## config.mk

```make
export PLATFORM = sky130hd
export DESIGN_NAME = slog_guard
export DESIGN_NICKNAME = d
export VERILOG_FILES = /design/src/core/slog_pkg.sv /design/src/core/slog_guard.sv /design/src/core/slog_sync.sv
export SDC_FILE = /design/constraint.sdc
export NUM_CORES = 1
export LEC_CHECK = 0
export BUFFER_PORTS_ARGS = -buffer_cell sky130_fd_sc_hd__buf_4
export CAP_MARGIN = 10
export CORE_MARGIN = 4
export CORE_UTILIZATION = 40
export CTS_CLUSTER_DIAMETER = 50
export DETAILED_ROUTE_END_ITERATION = 6
export SETUP_SLACK_MARGIN = 0.05
export SLEW_MARGIN = 20
export SYNTH_ARGS = -nofsm -noshare
export SYNTH_HDL_FRONTEND = slang
export SYNTH_SLANG_ARGS = --single-unit
```

## constraint.sdc

```tcl
create_clock -name clk_sys -period 4.3 [get_ports clk_sys]
set_input_delay 0.86 -clock clk_sys [delete_from_list [all_inputs] [get_ports clk_sys]]
set_output_delay 0.86 -clock clk_sys [all_outputs]
set_load 0.1 [all_outputs]
```

## src/core/slog_pkg.sv

```systemverilog
package slog_pkg;
	// ***************************************************************
	// protection states
	// ***************************************************************
	typedef enum logic [2:0] {
		SLOG_IDLE     = 3'h0,
		SLOG_WARN     = 3'h1,
		SLOG_LATCHED  = 3'h3,
		SLOG_DISCHG   = 3'h2,
		SLOG_RECHARGE = 3'h6
	} slog_state_e;

	localparam slog_state_e SLOG_RESET_STATE = SLOG_IDLE;
	localparam int          SLOG_TRIP_COUNT  = 2;
	// typical supply levels in millivolts, for reference by the bench
	localparam int          SLOG_RESTART_MV  = 4500;
	localparam int          SLOG_TURN_ON_MV  = 14000;
	localparam int          SLOG_SYNC_STAGES = 2;
endpackage

```

## src/core/slog_guard.sv

```systemverilog
`timescale 1ns/100ps
module slog_guard (
	input  wire logic clk_sys,
	input  wire logic rst,
	// switching-cycle and comparator pins, all asynchronous
	input  wire logic cycle_start,
	input  wire logic secondary_overcurrent_threshold,
	// supply monitor levels, asynchronous
	input  wire logic supply_undervoltage_threshold,
	input  wire logic supply_restart_level,
	input  wire logic supply_turn_on_level,
	// power stage control and status, all from flip-flops
	output logic      switch_enable,
	output logic      startup_charge_current,
	output logic      fault_latched,
	output logic      warning
);
	// ***************************************************************
	// input synchronisers
	// ***************************************************************
	logic cyc_s;
	logic ocp_s;
	logic uvlo_s;
	logic rst_lvl_s;
	logic on_lvl_s;

	// each pin moves on its own analog timing, hence two flops apiece
	slog_sync u_cyc (
		.clk_sys (clk_sys),
		.rst     (rst),
		.din     (cycle_start),
		.dout    (cyc_s)
	);

	slog_sync u_ocp (
		.clk_sys (clk_sys),
		.rst     (rst),
		.din     (secondary_overcurrent_threshold),
		.dout    (ocp_s)
	);

	slog_sync u_uvlo (
		.clk_sys (clk_sys),
		.rst     (rst),
		.din     (supply_undervoltage_threshold),
		.dout    (uvlo_s)
	);

	slog_sync u_rlvl (
		.clk_sys (clk_sys),
		.rst     (rst),
		.din     (supply_restart_level),
		.dout    (rst_lvl_s)
	);

	slog_sync u_olvl (
		.clk_sys (clk_sys),
		.rst     (rst),
		.din     (supply_turn_on_level),
		.dout    (on_lvl_s)
	);

	// ***************************************************************
	// state
	// ***************************************************************
	// cycle history and the protection sequence in one register
	typedef struct packed {
		slog_pkg::slog_state_e state;
		logic                  cyc_d;
		logic                  trip_seen;
		logic [1:0]            trip_run;
		logic                  sw_en;
		logic                  chg_en;
		logic                  fault;
		logic                  warn;
	} slog_regs_s;

	slog_regs_s r;
	slog_regs_s next_r;

	// ***************************************************************
	// cycle boundary and trip qualification
	// ***************************************************************
	logic boundary;
	logic trip_cycle;
	logic clean_cycle;

	// one clock wide, so each switching cycle is judged exactly once
	assign boundary    = cyc_s & ~r.cyc_d;
	assign trip_cycle  = boundary & r.trip_seen;
	assign clean_cycle = boundary & ~r.trip_seen;

	// ***************************************************************
	// protection sequencer
	// ***************************************************************
	always_comb begin
		next_r       = r;
		next_r.cyc_d = cyc_s;
		// any trip inside the current cycle counts for that cycle
		if (ocp_s) begin
			next_r.trip_seen = 1'b1;
		end
		// the sample at the boundary opens the next cycle's history
		if (boundary) begin
			next_r.trip_seen = ocp_s;
		end
		unique case (r.state)
			slog_pkg::SLOG_IDLE: begin
				// a single trip only warns; a glitch must not shut down
				if (trip_cycle) begin
					next_r.state    = slog_pkg::SLOG_WARN;
					next_r.trip_run = 2'h1;
				end
			end
			slog_pkg::SLOG_WARN: begin
				if (trip_cycle) begin
					next_r.trip_run = r.trip_run + 2'h1;
					// tripped cycles back to back make a real fault
					if (next_r.trip_run == 2'(slog_pkg::SLOG_TRIP_COUNT)) begin
						next_r.state = slog_pkg::SLOG_LATCHED;
					end
				end else if (clean_cycle) begin
					next_r.state    = slog_pkg::SLOG_IDLE;
					next_r.trip_run = 2'h0;
				end
			end
			slog_pkg::SLOG_LATCHED: begin
				// trips are ignored here; only undervoltage releases
				if (uvlo_s) begin
					next_r.state = slog_pkg::SLOG_DISCHG;
				end
			end
			slog_pkg::SLOG_DISCHG: begin
				// charger stays off so the supply can sag to restart level
				if (rst_lvl_s) begin
					next_r.state = slog_pkg::SLOG_RECHARGE;
				end
			end
			slog_pkg::SLOG_RECHARGE: begin
				if (on_lvl_s) begin
					// back to idle; a persisting fault trips again
					next_r.state     = slog_pkg::SLOG_IDLE;
					next_r.trip_seen = 1'b0;
					next_r.trip_run  = 2'h0;
				end
			end
			default: begin
				// unreachable code: fall to the safe, switched-off state
				next_r.state = slog_pkg::SLOG_LATCHED;
			end
		endcase
		// outputs follow the next state so they switch together with it
		next_r.sw_en  = 1'b0;
		next_r.chg_en = 1'b0;
		next_r.fault  = 1'b0;
		next_r.warn   = 1'b0;
		unique case (next_r.state)
			slog_pkg::SLOG_IDLE: begin
				next_r.sw_en = 1'b1;
			end
			slog_pkg::SLOG_WARN: begin
				// keep switching while the event is judged
				next_r.sw_en = 1'b1;
				next_r.warn  = 1'b1;
			end
			slog_pkg::SLOG_LATCHED: begin
				// switch already held off by the default above
				next_r.fault = 1'b1;
			end
			slog_pkg::SLOG_DISCHG: begin
				// no switching, no charging: the supply capacitor sags
				next_r.chg_en = 1'b0;
			end
			slog_pkg::SLOG_RECHARGE: begin
				// recharge spans restart level up to turn-on level
				next_r.chg_en = 1'b1;
			end
			default: begin
				next_r.fault = 1'b1;
			end
		endcase
	end

	// ***************************************************************
	// registers
	// ***************************************************************
	// switch allowed out of reset: reset is the undervoltage restart itself
	always_ff @(posedge clk_sys or posedge rst) begin
		if (rst) begin
			r.state     <= slog_pkg::SLOG_RESET_STATE;
			r.cyc_d     <= 1'b0;
			r.trip_seen <= 1'b0;
			r.trip_run  <= 2'h0;
			r.sw_en     <= 1'b1;
			r.chg_en    <= 1'b0;
			r.fault     <= 1'b0;
			r.warn      <= 1'b0;
		end else begin
			r <= next_r;
		end
	end

	// ***************************************************************
	// outputs
	// ***************************************************************
	// all four straight from flip-flops, so none glitches on a state change
	assign switch_enable          = r.sw_en;
	assign startup_charge_current = r.chg_en;
	assign fault_latched          = r.fault;
	assign warning                = r.warn;
endmodule

```

## src/core/slog_sync.sv

```systemverilog
`timescale 1ns/100ps
module slog_sync (
	input  wire logic clk_sys,
	input  wire logic rst,
	input  wire logic din,
	output logic      dout
);
	typedef struct packed {
		logic [slog_pkg::SLOG_SYNC_STAGES-1:0] stage;
	} slog_sync_s;

	slog_sync_s r;
	slog_sync_s next_r;

	// first stage is read only by the second
	always_comb begin
		next_r       = r;
		next_r.stage = {r.stage[slog_pkg::SLOG_SYNC_STAGES-2:0], din};
	end

	always_ff @(posedge clk_sys or posedge rst) begin
		if (rst) begin
			r <= '0;
		end else begin
			r <= next_r;
		end
	end

	assign dout = r.stage[slog_pkg::SLOG_SYNC_STAGES-1];
endmodule

```

==> key figures, run 1 <==
Setup path
  • Crit path largest cell delay: 0.53 ns
  • Reg2reg setup slack: 2.77 ns
  • Delay-heaviest family, CP: flip-flops
  • Crit path to: switch_enable
  • Worst Path Max Fanout: 1
  • FF-to-FF End: r[4]
  • CP max stage cell: dfstp_2
  • Reg-to-Reg Start: r[9]
  • Worst EP arrival: 1.11 ns
  • CP cell instances: buf_4
  • Worst Setup Start Kind: register
  • Worst setup EP type: output port
  • Crit Path Class: register to output port
  • R2r worst-path depth: 4
  • Stages on worst setup path: 1
  • WP buf/inv: 1
  • Crit. Startpoint: switch_enable
  • CP required: 3.44 ns

GRT
  • Largest net degree at the start of global routing: 22
  • Global route total overflow: 0
  • Global-route wire length before repair: 1945 µm
  • Initial antenna violation count: 0
  • Vias in the first global route: 455
  • GRT Resource Usage Total: 0.1026

Floorplan
  • Core Area: 1783 µm²
  • Width of the die: 51.90 µm
  • Die Ht: 51.90 µm
  • Site row count: 15
  • I/O pins: 11
  • Full die area: 2693 µm²
  • Initial Util: 0.4323

Detailed routing
  • Final WL: 1106 µm
  • Initial DRT Pass Iterations: 2
  • WL per Instance: 11.64 µm
  • Drt drc: 0
  • Post-DR vias/cell: 4.737
  • DR vias: 450
  • DRT antenna net count: 0
  • Initial DRC Count: 4

Layout
  • Final Cell Area: 907.1 µm²
  • Layout area overhead: 17.69%
  • Post-layout net count: 79
  • Layout cells sized above 1: 0.2714
  • # diodes: 0

Synthesis
  • Synth top area share: 0.6494
  • Synth Area per Inst: 13.76 µm²
  • Post-synthesis register bit count: 21
  • Syn_nets: 64
  • Leading area contributor after synthesis: dfrtp_1
  • Synth warn: 0
  • Synth Instances: 56
  • Synthesized cell area: 770.7 µm²
  • Sequential fraction of the synthesis area: 0.6834
  • Top cells by area, synth: dfrtp_1, dfstp_2, nand2b_1
  • Post-synth cell types: 26

Timing
  • Final setup fails: 0
  • Final Cycle Share: 0.4589
  • Slew @ Worst Pin: 0.7440 ns
  • Slew headroom: 0.5035
  • Final setup TNS: 0 ns
  • Fmax: 506.8 MHz
  • Period minus WS final: 1.973 ns
  • RSZ-0062 raised after global routing: false
  • Final setup skew: 0.003954 ns
  • Fin. max-slew vios: 0
  • Hold Vio Cnt, Final: 0

CTS
  • Resized cells post-CTS: 0
  • Number of CTS-inserted buffers: 3
  • Clk_lat worst skew: 0.30 ns
  • TritonCTS Sinks: 21
  • Clk slew on worst S/H paths: 0.11 ns
  • Post CTS Setup Buffer Count: 0
  • Hold_buf cts: 0
  • Root buf cell: clkbuf_4
  • H-Tree Depth: 1
  • CTS tree: built
  • CTS max path bufs: 2

Power and ir drop
  • LEAKAGE: 0.4185 nW
  • Sequential power share: 0.447
  • Clk pwr share: 0.152
  • P_int: 353.2 µW
  • Pwr dens: 680.9 nW/µm²
  • Net Sw Frac: 0.4281
  • Max VDD drop: 0.3674 mV
  • Net Sw Power: 264.4 µW
  • Gate power share: 0.401

Min path
  • Hold Path Stages: 0
  • Hold Crit Class: register to register

Run
  • Maxcap violations: 0

Placed design
  • Port Buffer Count: 10
  • GP Congestion: 0.7332
  • Post-DP HPWL: 800.5 µm
  • Placed Area: 877.1 µm²

Status
  • Status: complete, no violations
## area by class of cell
class                           instances  area, µm²
Clock buffer                            3      22.52
Fill cell                             169      875.8
Sequential cell                        21      526.8
Clock inverter                          1      7.507
Inverter                                3      11.26
Timing Repair Buffer                   10      75.07
Multi-Input combinational cell         32      232.7
Tap cell                               25      31.28
## cells in the mapped netlist
master     count
dfrtp_1       20
o221ai_2       1
a21oi_1        3
mux2_4         1
a21o_1         1
nand3_1        1
dfstp_2        1
nor2_1         2
ha_1           1
o2bb2ai_1      1
nor2b_1        1
nor3b_4        1
or4_1          1
nand3b_1       1
nand2_1        2
nand4b_1       1
inv_1          3
and3_1         1
nand2b_1       4
nor3_1         1
and3b_1        1
o221ai_1       1
o21ai_0        3
and2b_1        1
nor2b_2        1
o21ai_1        1
## registers in the layout, summed over array words and instances, names as in the netlist
register / count
fault_latched: 1
r: 7
startup_charge_current: 1
switch_enable: 1
u_cyc.r: 2
u_ocp.r: 2
u_olvl.r: 2
u_rlvl.r: 2
u_uvlo.r: 2
warning: 1
## cell families after synthesis
family,Yosys count,synth area share
AO/OA/AOI/OAI,11,0.09739
multiplexers,1,0.01947
AND/OR/NAND/NOR,19,0.1689
buffers and inverters,3,0.01461
adder cells (fa/ha/maj),1,0.01623
flip-flops,21,0.6834
## routing by layer
metal  GRT usage  vias to the layer above  wire length [µm]
met5           0                        -                 0
li1            -                      223                 -
met3     0.06017                        4                72
met4     0.03930                        0                19
met2      0.1548                       10               506
met1      0.1187                      213               507
## how the worst min path moves through the flow
stage,start,endpoint,slack [ns]
2_1_floorplan,u_cyc.r[0],u_cyc.r[1],0.33
3_3_place_gp,u_cyc.r[0],u_cyc.r[1],0.33
3_5_place_dp,u_cyc.r[0],u_cyc.r[1],0.34
5_1_grt,u_cyc.r[0],u_cyc.r[1],0.38
6_report,u_cyc.r[0],u_cyc.r[1],0.36
4_1_cts,u_cyc.r[0],u_cyc.r[1],0.36
## layout by cell type, fill, tap and decap left out, types with 2 or more instances in the layout
| cell | synthesis | layout |
|---|---|---|
| a21oi_1 | 3 | 3 |
| buf_4 | 0 | 10 |
| clkbuf_4 | 0 | 3 |
| dfrtp_1 | 20 | 20 |
| inv_1 | 3 | 3 |
| nand2_1 | 2 | 2 |
| nand2b_1 | 4 | 4 |
| nor2_1 | 2 | 2 |
| o21ai_0 | 3 | 3 |
## power groups by stage
| stage | Clock, mW | Combinational, mW | Sequential [mW] |
|---|---|---|---|
| finish | 0.0940 | 0.247 | 0.276 |
| CTS | 0.100 | 0.251 | 0.276 |
| global placement | 0 | 0.247 | 0.279 |
| detailed placement | 0 | 0.250 | 0.280 |
| floorplan | 0 | 0.0945 | 0.381 |
| global route | 0.108 | 0.262 | 0.282 |
## metrics by stage
stage                     utilization  hold WS [ns]  power [mW]  cells  worst slack (ns)
after floorplan                     -        0.3312      0.4753     56             2.557
after global placement         0.4919        0.3317      0.5259     91             2.671
after detailed placement       0.4919        0.3358      0.5300     91             2.669
after CTS                      0.5088        0.3647      0.6275     95             2.305
after global routing           0.5088        0.3775      0.6529     95             2.263
final                          0.5088        0.3586      0.6176     95             2.327
(Power assumes the default switching activity.)
==> inputs of run 2 (changes only) <==
- clock period: 4.3 -> 1.9 ns (I/O delays scaled with it)
==> run 2 against run 1 <==
Die area did not move. Design area rose by 0.83%. Total power rose by 130%. Sequential power rose by 130%. Non-clock buffer count rose by 1. Clock skew fell by 0.0027 ns. Critical path type is now register to register. Critical endpoint is now r[4]. Largest cell class unchanged. Largest power group unchanged.
==> key figures, run 2 (synthesized netlist as in run 1, its figures left out) <==
Setup path
  • FF-to-FF End: r[4] (unchanged)
  • R2r worst-path depth: 4 (unchanged)
  • Crit path largest cell delay: 0.48 ns (was 0.53 ns)
  • CP cell instances: and2b_1 > a21o_1 > o221ai_2 > mux2_4 (was buf_4)
  • Worst setup EP type: register (was output port)
  • Stages on worst setup path: 4 (was 1)
  • Crit Path Class: register to register (was register to output port)
  • Reg2reg setup slack: 0.40 ns (was 2.77 ns)
  • CP required: 2.10 ns (was 3.44 ns)
  • Crit. Startpoint: r[9] (was switch_enable)
  • Reg-to-Reg Start: r[9] (unchanged)
  • Delay-heaviest family, CP: flip-flops (unchanged)
  • Worst Path Max Fanout: 8 (was 1)
  • WP buf/inv: 0 (was 1)
  • Worst EP arrival: 1.70 ns (was 1.11 ns)
  • CP max stage cell: dfrtp_1 (was dfstp_2)
  • Worst Setup Start Kind: register (unchanged)
  • Crit path to: r[4] (was switch_enable)

CTS
  • Root buf cell: clkbuf_4 (unchanged)
  • H-Tree Depth: 1 (unchanged)
  • Number of CTS-inserted buffers: 3 (unchanged)
  • CTS max path bufs: 2 (unchanged)
  • Post CTS Setup Buffer Count: 0 (unchanged)
  • CTS tree: built (unchanged)
  • Clk_lat worst skew: 0.30 ns (about the same)
  • TritonCTS Sinks: 21 (unchanged)
  • Clk slew on worst S/H paths: 0.11 ns (about the same)
  • Resized cells post-CTS: 0 (unchanged)
  • Hold_buf cts: 0 (unchanged)

Layout
  • Register with the most flip-flops: r (unchanged)
  • Max FFs per register: 7 (unchanged)
  • Post-layout net count: 80 (was 79)
  • Layout area overhead: 18.67% (was 17.69%)
  • Final Cell Area: 914.6 µm² (was 907.1 µm²)
  • # diodes: 0 (unchanged)
  • Multi-input gate area: 232.7 µm² (unchanged)
  • Commonest cells after routing, fill and taps aside: dfrtp_1, buf_4, nand2b_1 (unchanged)
  • Commonest non-fill, non-tap cell in the layout: dfrtp_1 (unchanged)
  • Reg area: 526.8 µm² (unchanged)
  • Fillers: 158 (was 169)
  • Layout cells sized above 1: 0.2817 (was 0.2714)
  • Finished Layout Cells: 96 (was 95)
  • Post-layout util: 0.5130 (was 0.5088)

GRT
  • Initial antenna violation count: 0 (unchanged)
  • Global route total overflow: 0 (unchanged)
  • Largest net degree at the start of global routing: 22 (unchanged)
  • Global-route wire length before repair: 1904 µm (was 1945 µm)
  • Vias in the first global route: 448 (was 455)
  • GRT Resource Usage Total: 0.1019 (was 0.1026)

Run
  • Maxcap violations: 0 (unchanged)

Floorplan
  • Full die area: 2693 µm² (unchanged)
  • Width of the die: 51.90 µm (unchanged)
  • Core Area: 1783 µm² (unchanged)
  • Initial Util: 0.4323 (unchanged)
  • I/O pins: 11 (unchanged)
  • Die Ht: 51.90 µm (unchanged)
  • Site row count: 15 (unchanged)

Detailed routing
  • Initial DRC Count: 7 (was 4)
  • Initial DRT Pass Iterations: 4 (was 2)
  • DRT antenna net count: 0 (unchanged)
  • DR vias: 466 (was 450)
  • Final WL: 1098 µm (was 1106 µm)
  • WL per Instance: 11.44 µm (was 11.64 µm)
  • Post-DR vias/cell: 4.854 (was 4.737)
  • Drt drc: 0 (unchanged)

Timing
  • Fin. max-slew vios: 0 (unchanged)
  • Final setup TNS: 0 ns (unchanged)
  • Slew headroom: 0.8027 (was 0.5035)
  • Slew @ Worst Pin: 0.2960 ns (was 0.7440 ns)
  • RSZ-0062 raised after global routing: false (unchanged)
  • Period minus WS final: 1.502 ns
  • Final Cycle Share: 0.7905
  • Hold Vio Cnt, Final: 0 (unchanged)
  • Final setup skew: 0.001285 ns (was 0.003954 ns)
  • Fmax: 665.8 MHz
  • Min Hold Slack: 0.08684 ns (was 0.3586 ns)
  • Final setup fails: 0 (unchanged)

Power and ir drop
  • Pwr dens: 1525 nW/µm² (was 680.9 nW/µm²)
  • LEAKAGE: 0.4233 nW (was 0.4185 nW)
  • Max VDD drop: 0.6998 mV (was 0.3674 mV)

Status
  • Status: complete, no violations (unchanged)

Placed design
  • Post-DP HPWL: 820.4 µm (was 800.5 µm)
  • Post-Place Cells: 92 (was 91)
  • Placed Area: 884.6 µm² (was 877.1 µm²)
  • Port Buffer Count: 10 (unchanged)
  • GP Congestion: 0.8081 (was 0.7332)

Min path
  • Hold Crit Class: input port to asynchronous set/reset pin (was register to register)
==> run 2: changes by cell type in the layout (fill, tap and decap cells not counted) <==
cell,before,now
buf_4,10,11
==> run 2: stage by stage <==
stage / total power [mW] / setup slack [ns]
3_3_place_gp: 1.192 / 0.4437
4_1_cts: 1.415 / 0.3888
6_report: 1.395 / 0.3980
5_1_grt: 1.488 / 0.2882
3_5_place_dp: 1.199 / 0.4200
2_1_floorplan: 1.076 / 0.4810
==> run 2: how the worst min path moves through the flow <==
stage	startpoint	endpoint	slack [ns]	depth (start not counted)
4_1_cts	rst	u_uvlo.r[0]	0.08	3
5_1_grt	rst	u_ocp.r[1]	0.1	3
3_3_place_gp	u_olvl.r[0]	u_olvl.r[1]	0.33	0
2_1_floorplan	u_cyc.r[0]	u_cyc.r[1]	0.33	0
3_5_place_dp	u_cyc.r[0]	u_cyc.r[1]	0.34	0
6_report	rst	u_uvlo.r[1]	0.09	3
==> run 2: layout make-up <==
| type | instances | area share |
|---|---|---|
| Clock buffer | 3 | 0.02462 |
| Clock inverter | 1 | 0.008208 |
| Inverter | 3 | 0.01231 |
| Multi-Input combinational cell | 32 | 0.2544 |
| Sequential cell | 21 | 0.5759 |
| Tap cell | 25 | 0.03420 |
| Timing Repair Buffer | 11 | 0.09029 |
==> run 2: power by group <==
group          switching [mW]  total, mW  internal [mW]
clock                   0.129      0.209         0.0802
combinational           0.384      0.562          0.178
sequential             0.0802      0.624          0.544
total                   0.593       1.39          0.801
==> run 2: routing by layer <==
metal  track usage  part of all wire
met3       0.05158             0.079
met2        0.1527              0.45
met5             0                 0
met4       0.05240             0.015
met1        0.1183              0.45
==> run 2: worst reg2reg max path, stage by stage (launching register included) <==
cell      delay, ns
dfrtp_1        0.48
and2b_1        0.21
a21o_1         0.20
o221ai_2       0.20
mux2_4         0.32
